`config.mk`:
```
export PLATFORM = sky130hd
export DESIGN_NAME = odtzq_top
export DESIGN_NICKNAME = d
export VERILOG_FILES = /design/src/hw/odtzq_pkg.sv /design/src/hw/odtzq_zq_if.sv /design/src/hw/odtzq_top.sv /design/src/hw/odtzq_zq_engine.sv
export SDC_FILE = /design/constraint.sdc
export NUM_CORES = 1
export LEC_CHECK = 0
export ABC_AREA = 1
export BUFFER_PORTS_ARGS = -buffer_cell sky130_fd_sc_hd__buf_2
export CORE_ASPECT_RATIO = 0.7
export CORE_MARGIN = 2
export CORE_UTILIZATION = 50
export DETAILED_ROUTE_END_ITERATION = 8
export PLACE_DENSITY = 0.76
export SLEW_MARGIN = 10
export SYNTH_ARGS = -nofsm -noshare
export SYNTH_HDL_FRONTEND = slang
export SYNTH_SLANG_ARGS = --single-unit
```
`constraint.sdc`:
```
create_clock -name clk -period 2.6 [get_ports clk]
set_input_delay 0.78 -clock clk [delete_from_list [all_inputs] [get_ports clk]]
set_output_delay 0.78 -clock clk [all_outputs]
set_load 0.05 [all_outputs]
```
`src/hw/odtzq_pkg.sv`:
```
// shared constants and types for the termination and calibration block
package odtzq_pkg;

  // clock of this model
  localparam int CLK_NS = 100;

  // termination latency: ODTLon = ODTLoff = WL + AL - 2; the code clamps it to 1 when WL + AL <= 2
  localparam int PIPE_W = 32;
  localparam logic [4:0] SYNC_OFS = 5'h02;
  localparam logic [4:0] LAT_MIN = 5'h01;

  // power-down transition timing
  localparam int CPDED_NCK = 1;
  localparam int CPDED_CYC = CPDED_NCK;
  localparam int T_RFC_NS = 260;
  localparam int RFC_CYC = (T_RFC_NS + CLK_NS - 1) / CLK_NS;
  localparam int T_XPDLL_NS = 24;
  localparam int XPDLL_RAW = (T_XPDLL_NS + CLK_NS - 1) / CLK_NS;
  localparam int XPDLL_CYC = (XPDLL_RAW < 1) ? 1 : XPDLL_RAW;
  localparam int TCNT_W = 4;
  localparam int RCNT_W = 9;

  // calibration windows, in clocks
  localparam int ZQINIT_CYC = 512;
  localparam int ZQOPER_CYC = 256;
  localparam int ZQCS_CYC = 64;
  localparam int ZCNT_W = 10;

  typedef enum logic [1:0] {
    ZQ_IDLE,
    ZQ_CAL,
    ZQ_LOAD
  } odtzq_zq_st_t;

  typedef struct packed {
    odtzq_zq_st_t st;
    logic [ZCNT_W-1:0] cnt;
    logic first_done;
  } odtzq_zq_t;

  typedef struct packed {
    logic [PIPE_W-1:0] pipe;
    logic cke_q;
    logic frz;
    logic async_m;
    logic ent_ref;
    logic rtt;
    logic [TCNT_W-1:0] ent_cnt;
    logic [TCNT_W-1:0] ex_cnt;
    logic [RCNT_W-1:0] rfc_cnt;
  } odtzq_st_t;

endpackage : odtzq_pkg

```
`src/hw/odtzq_zq_if.sv`:
```
// calibration command and status between the top and the engine
`timescale 1ns/1ps
interface odtzq_zq_if;
  logic start_long;
  logic start_short;
  logic busy;
  logic cur_en;
  logic load;

  modport eng (
    input start_long,
    input start_short,
    output busy,
    output cur_en,
    output load
  );

  modport ctl (
    output start_long,
    output start_short,
    input busy,
    input cur_en,
    input load
  );
endinterface : odtzq_zq_if

```
`src/hw/odtzq_top.sv`:
```
// termination timing around frozen-DLL power-down, plus calibration
`timescale 1ns/1ps

module odtzq_top (
  // clock and reset
  input wire logic clk,
  input wire logic arst_n,
  // command pins, registered on clk
  input wire logic cke,
  input wire logic odt,
  input wire logic cmd_ref,
  input wire logic cmd_zqcl,
  input wire logic cmd_zqcs,
  // mode settings
  input wire logic pd_dll_fast,
  input wire logic [3:0] wl,
  input wire logic [3:0] al,
  // termination state
  output logic rtt_on,
  output logic async_mode,
  output logic odt_trans,
  // calibration state
  output logic zq_busy,
  output logic zq_cur_en,
  output logic zq_load
);

  odtzq_pkg::odtzq_st_t st_r;
  odtzq_pkg::odtzq_st_t st_nxt;
  logic [4:0] sync_lat;
  logic [4:0] tap;
  logic cke_fall;
  logic cke_rise;
  logic trans;

  odtzq_zq_if zq ();

  ////////////////////////////////////////////////////////////////////////
  // calibration engine

  // only explicit commands start it; self-refresh exit starts nothing
  assign zq.start_long = cmd_zqcl;
  assign zq.start_short = cmd_zqcs;

  odtzq_zq_engine u_zq (
    .clk(clk),
    .arst_n(arst_n),
    .zq(zq.eng)
  );

  assign zq_busy = zq.busy;
  assign zq_cur_en = zq.cur_en;
  assign zq_load = zq.load;

  ////////////////////////////////////////////////////////////////////////
  // synchronous latency and pipeline tap

  always_comb begin
    sync_lat = {1'b0, wl} + {1'b0, al};
    if (sync_lat <= odtzq_pkg::SYNC_OFS) begin
      sync_lat = odtzq_pkg::LAT_MIN;
    end else begin
      sync_lat = sync_lat - odtzq_pkg::SYNC_OFS;
    end
    tap = sync_lat - 5'h01;
  end

  assign cke_fall = st_r.cke_q & ~cke;
  assign cke_rise = ~st_r.cke_q & cke;
  // windows run off counters, so overlapping windows simply merge
  assign trans = (st_r.ent_cnt != '0) || st_r.ent_ref ||
                 (st_r.ex_cnt != '0);

  ////////////////////////////////////////////////////////////////////////
  // next state

  always_comb begin
    st_nxt = st_r;
    st_nxt.pipe = {st_r.pipe[odtzq_pkg::PIPE_W-2:0], odt};
    st_nxt.cke_q = cke;

    // refresh busy time, tracked for the entry window
    if (cmd_ref) begin
      st_nxt.rfc_cnt = odtzq_pkg::RCNT_W'(odtzq_pkg::RFC_CYC);
    end else if (st_r.rfc_cnt != '0) begin
      st_nxt.rfc_cnt = st_r.rfc_cnt - 1'b1;
    end

    // entry: only when the DLL is frozen in power-down
    if (cke_fall && !pd_dll_fast) begin
      st_nxt.frz = 1'b1;
      st_nxt.ent_cnt = odtzq_pkg::TCNT_W'(odtzq_pkg::CPDED_CYC);
      st_nxt.ent_ref = (st_r.rfc_cnt > 1) || cmd_ref;
    end else begin
      if (st_r.ent_cnt != '0) begin
        st_nxt.ent_cnt = st_r.ent_cnt - 1'b1;
      end
      // refresh end point stays inside the window
      if (st_r.rfc_cnt <= 1) begin
        st_nxt.ent_ref = 1'b0;
      end
    end

    // exit: window runs one DLL exit time past CKE high
    if (cke_rise && st_r.frz) begin
      st_nxt.frz = 1'b0;
      st_nxt.ent_cnt = '0;
      st_nxt.ent_ref = 1'b0;
      st_nxt.ex_cnt = odtzq_pkg::TCNT_W'(odtzq_pkg::XPDLL_CYC);
    end else if (st_r.ex_cnt != '0) begin
      st_nxt.ex_cnt = st_r.ex_cnt - 1'b1;
    end

    // entry window keeps sync timing, exit window keeps async timing;
    // both choices sit inside the allowed either-mode band
    st_nxt.async_m = (st_nxt.frz && (st_nxt.ent_cnt == '0) &&
                      !st_nxt.ent_ref) ||
                     ((st_nxt.ex_cnt != '0) && st_r.async_m);

    // async takes the sampled pin one clock later, no additive latency
    if (st_r.async_m) begin
      st_nxt.rtt = st_r.pipe[0];
    end else begin
      st_nxt.rtt = st_r.pipe[tap];
    end
  end

  always_ff @(posedge clk or negedge arst_n) begin
    if (!arst_n) begin
      st_r <= '0;
    end else begin
      st_r <= st_nxt;
    end
  end

  assign rtt_on = st_r.rtt;
  assign async_mode = st_r.async_m;
  assign odt_trans = trans;

  ////////////////////////////////////////////////////////////////////////
  // checks

  property p_no_async_dll_on;
    @(posedge clk) disable iff (!arst_n)
      (pd_dll_fast && !st_r.frz && (st_r.ex_cnt == '0)) |=> !async_mode;
  endproperty
  a_no_async_dll_on: assert property (p_no_async_dll_on)
    else $error("asynchronous timing while the DLL stays on");

  property p_async_follow;
    @(posedge clk) disable iff (!arst_n)
      async_mode |=> (rtt_on == $past(odt, 2));
  endproperty
  a_async_follow: assert property (p_async_follow)
    else $error("asynchronous termination not one clock after ODT");

  property p_async_edge;
    @(posedge clk) disable iff (!arst_n)
      (async_mode && $past(async_mode) && $rose(odt)) |=>
        !rtt_on ##1 rtt_on;
  endproperty
  a_async_edge: assert property (p_async_edge)
    else $error("asynchronous turn-on not referenced to ODT sampled high");

  property p_sync_lat4;
    @(posedge clk) disable iff (!arst_n)
      (!async_mode && (sync_lat == 5'h04)) |=>
        (rtt_on == $past(odt, 5));
  endproperty
  a_sync_lat4: assert property (p_sync_lat4)
    else $error("synchronous termination latency wrong");

  property p_entry_window;
    @(posedge clk) disable iff (!arst_n)
      (cke_fall && !pd_dll_fast && !cmd_ref && (st_r.rfc_cnt <= 1)) |=>
        odt_trans ##1 (!odt_trans || cke_rise || $past(cke_rise));
  endproperty
  a_entry_window: assert property (p_entry_window)
    else $error("entry window length wrong");

  property p_refresh_hold;
    @(posedge clk) disable iff (!arst_n)
      (cke_fall && !pd_dll_fast && (st_r.rfc_cnt > 2) && !cke) |=>
        (odt_trans && !async_mode) [*2];
  endproperty
  a_refresh_hold: assert property (p_refresh_hold)
    else $error("entry window ended while refresh in progress");

  property p_exit_window;
    @(posedge clk) disable iff (!arst_n)
      (cke_rise && st_r.frz) |=> odt_trans && !st_r.frz;
  endproperty
  a_exit_window: assert property (p_exit_window)
    else $error("exit window did not open on CKE high");

  property p_mode_change;
    @(posedge clk) disable iff (!arst_n)
      $changed(async_mode) |-> (odt_trans || $past(odt_trans) ||
                                $past(cke_fall, 2));
  endproperty
  a_mode_change: assert property (p_mode_change)
    else $error("termination mode changed outside a transition window");

  property p_sync_lat1;
    @(posedge clk) disable iff (!arst_n)
      (!async_mode && (sync_lat == 5'h01)) |=>
        (rtt_on == $past(odt, 2));
  endproperty
  a_sync_lat1: assert property (p_sync_lat1)
    else $error("clamped synchronous termination latency wrong");

  property p_no_self_cal;
    @(posedge clk) disable iff (!arst_n)
      (!zq_busy && !cmd_zqcl && !cmd_zqcs) |=> !zq_busy;
  endproperty
  a_no_self_cal: assert property (p_no_self_cal)
    else $error("calibration started without a command");

  ////////////////////////////////////////////////////////////////////////
  // window shape and mode choice inside the windows

  property p_trans_start;
    @(posedge clk) disable iff (!arst_n)
      (cke_fall && !pd_dll_fast) |=> odt_trans;
  endproperty
  a_trans_start: assert property (p_trans_start)
    else $error("entry window did not open on CKE low");

  // exit window may overlap; only a pure entry window must stay sync
  property p_entry_sync;
    @(posedge clk) disable iff (!arst_n)
      (((st_r.ent_cnt != '0) || st_r.ent_ref) && (st_r.ex_cnt == '0)) |->
        !async_mode;
  endproperty
  a_entry_sync: assert property (p_entry_sync)
    else $error("entry window left synchronous timing");

  property p_entry_then_async;
    @(posedge clk) disable iff (!arst_n)
      (cke_fall && !pd_dll_fast && !cmd_ref && (st_r.rfc_cnt <= 1)) |->
        ##2 (async_mode || $past(cke_rise));
  endproperty
  a_entry_then_async: assert property (p_entry_then_async)
    else $error("asynchronous timing not in force after entry window");

  property p_refresh_extend;
    @(posedge clk) disable iff (!arst_n)
      (st_r.ent_ref && (st_r.rfc_cnt > 1)) |=> odt_trans;
  endproperty
  a_refresh_extend: assert property (p_refresh_extend)
    else $error("entry window closed before refresh end point");

  property p_fast_no_freeze;
    @(posedge clk) disable iff (!arst_n)
      (cke_fall && pd_dll_fast) |=> (!st_r.frz && (st_r.ent_cnt == '0));
  endproperty
  a_fast_no_freeze: assert property (p_fast_no_freeze)
    else $error("entry window opened with the DLL kept on");

  property p_exit_async_keep;
    @(posedge clk) disable iff (!arst_n)
      (cke_rise && st_r.frz && async_mode) |=> (async_mode && odt_trans);
  endproperty
  a_exit_async_keep: assert property (p_exit_async_keep)
    else $error("exit window dropped asynchronous timing");

  property p_exit_sync_after;
    @(posedge clk) disable iff (!arst_n)
      (cke_rise && st_r.frz) |-> ##2 !async_mode;
  endproperty
  a_exit_sync_after: assert property (p_exit_sync_after)
    else $error("asynchronous timing kept past the exit window");

  property p_short_idle;
    @(posedge clk) disable iff (!arst_n)
      (cke_fall && !pd_dll_fast && (st_r.ex_cnt != '0)) |=> odt_trans;
  endproperty
  a_short_idle: assert property (p_short_idle)
    else $error("overlapping exit and entry windows not merged");

endmodule : odtzq_top

```
`src/hw/odtzq_zq_engine.sv`:
```
// calibration engine: long and short calibration windows
`timescale 1ns/1ps
module odtzq_zq_engine (
  // clock and reset
  input wire logic clk,
  input wire logic arst_n,
  // commands and status
  odtzq_zq_if.eng zq
);

  odtzq_pkg::odtzq_zq_t st_r;
  odtzq_pkg::odtzq_zq_t st_nxt;

  always_comb begin
    st_nxt = st_r;
    unique case (st_r.st)
      odtzq_pkg::ZQ_IDLE: begin
        // a new command while busy is dropped; channel must stay quiet
        if (zq.start_long) begin
          st_nxt.st = odtzq_pkg::ZQ_CAL;
          st_nxt.first_done = 1'b1;
          st_nxt.cnt = st_r.first_done ?
            odtzq_pkg::ZCNT_W'(odtzq_pkg::ZQOPER_CYC - 2) :
            odtzq_pkg::ZCNT_W'(odtzq_pkg::ZQINIT_CYC - 2);
        end else if (zq.start_short) begin
          st_nxt.st = odtzq_pkg::ZQ_CAL;
          st_nxt.cnt = odtzq_pkg::ZCNT_W'(odtzq_pkg::ZQCS_CYC - 2);
        end
      end
      odtzq_pkg::ZQ_CAL: begin
        if (st_r.cnt == '0) begin
          st_nxt.st = odtzq_pkg::ZQ_LOAD;
        end else begin
          st_nxt.cnt = st_r.cnt - 1'b1;
        end
      end
      odtzq_pkg::ZQ_LOAD: begin
        st_nxt.st = odtzq_pkg::ZQ_IDLE;
      end
      default: begin
        st_nxt.st = odtzq_pkg::ZQ_IDLE;
      end
    endcase
  end

  always_ff @(posedge clk or negedge arst_n) begin
    if (!arst_n) begin
      st_r <= '0;
    end else begin
      st_r <= st_nxt;
    end
  end

  assign zq.busy = (st_r.st != odtzq_pkg::ZQ_IDLE);
  // current path only during the measuring phase
  assign zq.cur_en = (st_r.st == odtzq_pkg::ZQ_CAL);
  assign zq.load = (st_r.st == odtzq_pkg::ZQ_LOAD);

  ////////////////////////////////////////////////////////////////////////
  // helper: measure each busy window against its expected length
  logic [odtzq_pkg::ZCNT_W-1:0] h_len;
  logic [odtzq_pkg::ZCNT_W-1:0] h_exp;
  logic h_first;

  always_ff @(posedge clk or negedge arst_n) begin
    if (!arst_n) begin
      h_len <= '0;
      h_exp <= '0;
      h_first <= 1'b0;
    end else if (!zq.busy && zq.start_long) begin
      h_len <= 10'h001;
      h_first <= 1'b1;
      h_exp <= h_first ? odtzq_pkg::ZCNT_W'(odtzq_pkg::ZQOPER_CYC) :
                         odtzq_pkg::ZCNT_W'(odtzq_pkg::ZQINIT_CYC);
    end else if (!zq.busy && zq.start_short) begin
      h_len <= 10'h001;
      h_exp <= odtzq_pkg::ZCNT_W'(odtzq_pkg::ZQCS_CYC);
    end else if (zq.busy) begin
      h_len <= h_len + 1'b1;
    end
  end

  property p_zq_len;
    @(posedge clk) disable iff (!arst_n)
      $fell(zq.busy) |-> ($past(h_len) == h_exp);
  endproperty
  a_zq_len: assert property (p_zq_len)
    else $error("calibration window has the wrong length");

  property p_zq_short;
    @(posedge clk) disable iff (!arst_n)
      (!zq.busy && !zq.start_long && zq.start_short) |=>
        zq.cur_en [*8] ##56 zq.load ##1 !zq.busy;
  endproperty
  a_zq_short: assert property (p_zq_short)
    else $error("short calibration did not finish in its window");

  property p_zq_cur_off;
    @(posedge clk) disable iff (!arst_n)
      zq.load |=> !zq.cur_en throughout (!zq.busy [*1]);
  endproperty
  a_zq_cur_off: assert property (p_zq_cur_off)
    else $error("calibration current left on after completion");

  property p_zq_load_after_cal;
    @(posedge clk) disable iff (!arst_n)
      zq.load |-> ($past(zq.cur_en) && !zq.cur_en);
  endproperty
  a_zq_load_after_cal: assert property (p_zq_load_after_cal)
    else $error("values loaded without a preceding calibration");

endmodule : odtzq_zq_engine

```
### Yosys cells after proc, flatten, opt, wreduce, memory -nomap -nowiden

Cells that the tools add are included.

* input bits: 16
* flip-flop bits (word level): 67
* output and inout port bits: 6

* reductions and logical operators: 24
* multiplexer cells: 23
* bitwise gates (word level): 4
* eq/ne operators: 5
* $add $sub $neg: 7
* $lt $le $gt $ge: 4

Operators with widths (count)
* $mux 9: 3
* $mux 12: 2
* $mux 4: 5
* $pmux 10 s2: 1
* $reduce_bool 4->1: 3
* $logic_not 10->1: 1
* $mux 10: 1
* $sub 10x1->10 const B: 1
* $gt 9x1->1 const B: 1
* $le 9x1->1 const B: 1
* $reduce_bool 9->1: 1
* $sub 9x1->9 const B: 1
* $sub 4x1->4 const B: 2
* $mux 1: 7
* $lt 5x6->1 const B: 1
* $reduce_bool 2->1: 3
* $add 4x4->5: 1
* $bmux 1 s5: 1
* $le 5x2->1 const B: 1
* $logic_and 1x1->1: 5
* $mux 5: 1
* $sub 5x1->5 const B: 1
* $sub 5x2->5 const B: 1
* $logic_not 4->1: 1
* other kinds (14): 21

### Logic depth before layout (Yosys ltp)

* depth after elaboration: 9
* gate-level depth with buffers: 20
* mapped depth without buffers: 19

### Cells and area by module

A second synthesis with hierarchy kept.

* cell total of the unflattened synthesis: 421
* area, all modules: 3468.3 sq um

Modules (own cells, without submodules)
* odtzq_top: instances 1, seq. area each 1351.3 sq um, cells each 307, area an instance 2638.8 sq um
* odtzq_zq_engine: instances 1, seq. area each 325.3 sq um, cells each 114, area an instance 829.5 sq um

### Least setup slack after synthesis

Ideal clock, no wire load.

* kind: input to register
* from: input wl[0]
* to: register st_r (netlist bit rtt_on)
* library setup time: 0.067 ns
* arrival: 3.125 ns
* slack: -0.591 ns
* required time: 2.533 ns
* path buffers: 3
* stages on the path: 18
* path through: ha_1 fa_1 inv_1 o21ai_2 nor2_2 nand2_2 buf_6 buf_12 nand2_1 ha_1 buf_6 inv_1 nand3_1 nand3_1 nand3_1 nand3_1 nand3_1 nand2_1

RTL lines
* start: declaration: line odtzq_top.sv:16 `input wire logic [3:0] wl,`
* end signal: assignment: line odtzq_top.sv:132 `st_r <= st_nxt;`
* end: declaration: line odtzq_top.sv:28 `odtzq_pkg::odtzq_st_t st_r;`

==> results.sh <==
export IMPL_outcome="finished with violations"
export IMPL_violations="negative setup slack"
export IMPL_hold_path_depth=0
export IMPL_root_buffer="clkbuf_8"
export IMPL_area_growth_synth_to_final_pct=23.2
export IMPL_grt_max_degree=68
export IMPL_ant_nets=0
export IMPL_die_width_um=102
export IMPL_track_usage=0.208
export IMPL_post_route_min_period_ns=2.69
export IMPL_finalMaxSlewViolations=0
export IMPL_critical_path_arrival_ns=2.98
export IMPL_synthTopCellsByArea="dfrtp_1 50%, nand3_1 8.5%, inv_1 8.2%"
export IMPL_synth_edf_count=0
export IMPL_syn_area_um2=3340
export IMPL_reg2reg_to="u_zq.st_r[5]$_DFFE_PN0P_"
export IMPL_leakagePower_nw=2.14
export IMPL_hold_path_class="reg2reg"
export IMPL_met3_length_um=259
export IMPL_fin_ws_ns=-0.0948
export IMPL_wl_per_cell_um=13.5
export IMPL_tightest_slew_ns=0.388
export IMPL_route_met2_wl_um=3380
export IMPL_ys_ff_latch=67
export IMPL_synth_largest_area_cell="dfrtp_1"
export IMPL_synthTopCellsByCount="73 x inv_1, 67 x dfrtp_1, 62 x nand2_1"
export IMPL_clkTransAtPathRegs_ns=0.07
export IMPL_dp_slack_ns=-0.545
export IMPL_whs_endpoint="st_nxt[29]$_DFF_PN0_"
export IMPL_antenna_found_initial=0
export IMPL_rsz0062_at_grt="yes"
export IMPL_synthArstFlopShare=1.00
export IMPL_fin_util=0.649
export IMPL_hold_viol_final=0
export IMPL_placed_cell_area_um2=3680
export IMPL_globalRoute_totalOverflow=0
export IMPL_dpl_hpwl_um=4650
export IMPL_cts_hold_buf=0
export IMPL_timing_worst_setup_path_type="in2reg"
export IMPL_intPower_mw=2.18
export IMPL_synth_top_area_frac=0.502
export IMPL_power_share_switching=0.350
export IMPL_critPathLaunchType="input port"
export IMPL_maxSlewHeadroom=0.739
export IMPL_setup_viol=1
export IMPL_die_area_um2=7350
export IMPL_switching_power_mw=1.17
export IMPL_clkPwrFrac=0.290
export IMPL_wl_um=7080
export IMPL_ff2ff_path_depth=11
export IMPL_cts_tree="yes"
export IMPL_yosysSeqAreaShare=0.502
export IMPL_wl_met1_um=3320
export IMPL_r2r_start="u_zq.st_r[1]$_DFFE_PN0P_"
export IMPL_synth_warnings=0
export IMPL_combPwrFrac=0.332
export IMPL_crit_fanout=5
export IMPL_ir_worst_vdd_mv=0.383
export IMPL_gp_congestion=0.855
export IMPL_syn_num_nets=409
export IMPL_drv_cap=0
export IMPL_endpoint_kind="flip-flop"
export IMPL_drc=0
export IMPL_start_util=0.527
export IMPL_fin_area_um2=4110
export IMPL_vias_per_cell=5.13
export IMPL_vias=2685
export IMPL_std_cell_rows=24
export IMPL_ioPinCount=22
export IMPL_holdCritStartpoint="st_nxt[28]$_DFF_PN0_"
export IMPL_synth_cell_types=34
export IMPL_dr_pass1_iters=4
export IMPL_clk_latency_ns=0.34
export IMPL_syn_area_per_cell_um2=8.74
export IMPL_fmax_mhz=371
export IMPL_antenna_cells=0
export IMPL_powerDensity_nw_per_um2=815
export IMPL_core_area_um2=6340
export IMPL_first_global_vias=2601
export IMPL_fin_nets=454
export IMPL_synthCells=382
export IMPL_rrSetupSlack_ns=0.60
export IMPL_total_power_mw=3.35
export IMPL_layout_drive_gt1_share=0.245
export IMPL_numPortBuffers=21
export IMPL_die_h_um=72.4
export IMPL_topRoutingLayerUsed="met4"
export IMPL_dr_first_iter_drc_count=128
export IMPL_cts_sinks=67
export IMPL_clock_path_buffers=2
export IMPL_skew_ns=0.00769
export IMPL_grt_pass1_wl_um=11800
export IMPL_power_frac_seq=0.378
export IMPL_htree_num_levels=3
export IMPL_required_ns=2.89
export IMPL_tns_ns=-0.0948
export IMPL_ys_flop_type="dfrtp_1"
export IMPL_cts_buffers=9
export IMPL_yosysMostFrequentCell="inv_1"
export IMPL_post_route_period_util=1.04
## registers in the layout, indices dropped and copies added (netlist names)
| register | flops |
|---|---|
| rtt_on | 1 |
| async_mode | 1 |
| u_zq.st_r | 13 |
| st_nxt | 31 |
| st_r | 21 |
## layout make-up
class                      count  area [µm²]
timing repair buffer          39         284
clock buffer                  11         141
multi-input combinational    236        1520
tap                           91         114
inverter                      74         290
clock inverter                 5        85.1
fill                         473        2220
sequential                    67        1680
## layout by cell type (no fill, tap or decap), types with 3 or more instances in the layout
master    synthesis  layout
nor4_1            3       3
clkbuf_8          1      10
inv_1            73      68
nor2_1           21      21
nand4_1           5       5
nand2_2           5       4
xnor2_1           3       3
buf_4             0      13
nand3b_1          7       7
inv_2             1       4
o21ai_0          18      18
a21oi_1          12      12
nand2_4           2       4
o211ai_1          3       3
xor2_1            4       4
nand3_1          57      30
buf_6             3       5
nand2_1          62      60
nand3b_2          4       4
nor3_1            7       7
dfrtp_1          67      67
buf_2             0      19
ha_1             10       8
nand3_2           0      25
## routing by layer
layer	vias up	global-route usage
met5	-	0
met4	0	0.0736
met3	11	0.0617
met2	52	0.325
met1	1288	0.279
li1	1334	-
## worst max-delay path, stage by stage
cell     delay, ns
buf_6         0.10
ha_4          0.15
fa_2          0.39
inv_2         0.09
nand2_4       0.06
nand2_4       0.06
o21ai_2       0.05
nor2_2        0.12
nand2_2       0.12
nand2_4       0.09
inv_2         0.04
ha_4          0.33
buf_6         0.14
nand2_1       0.07
nand3_2       0.09
nand3_2       0.09
nand3_2       0.08
nand3_2       0.07
nand2_1       0.06
## cell families after synthesis
| group | Yosys count | share of synthesized area |
|---|---|---|
| AOI/OAI and AO/OA | 43 | 0.0746 |
| xor gates and xnor gates | 7 | 0.0184 |
| adders and majority gates | 11 | 0.0435 |
| buffers and inverters | 79 | 0.103 |
| DFF | 67 | 0.502 |
| and+or+nand+nor | 175 | 0.258 |
## stage by stage
step	cells	hold WS, ns
after detailed placement	503	0.355
after floorplan	382	0.345
after global placement	503	0.355
after CTS	523	0.366
final	523	0.369
after global routing	523	0.378
## power groups by stage
stage	Sequential [mW]	Combinational, mW	Clock, mW
finish	1.27	1.11	0.971
global route	1.28	1.23	1.05
CTS	1.26	1.05	1.00
floorplan	1.31	0.676	0
global placement	1.28	0.890	0
detailed placement	1.28	0.930	0
## worst max-delay path by stage
stage / startpoint / endpoint
after floorplan: wl[0] / rtt_on$_DFF_PN0_
final: al[0] / rtt_on$_DFF_PN0_
after CTS: al[0] / rtt_on$_DFF_PN0_
after global routing: al[0] / rtt_on$_DFF_PN0_
after detailed placement: wl[0] / rtt_on$_DFF_PN0_
after global placement: wl[0] / rtt_on$_DFF_PN0_
## repair_timing
item	4_1_cts	5_1_grt
resized for setup	33	8
pin swaps	24	13
endpoints found under the hold margin	0	0
setup endpoints to repair	1	1
buffers inserted	4	0
Note: power is estimated with default switching activity, not from simulation.
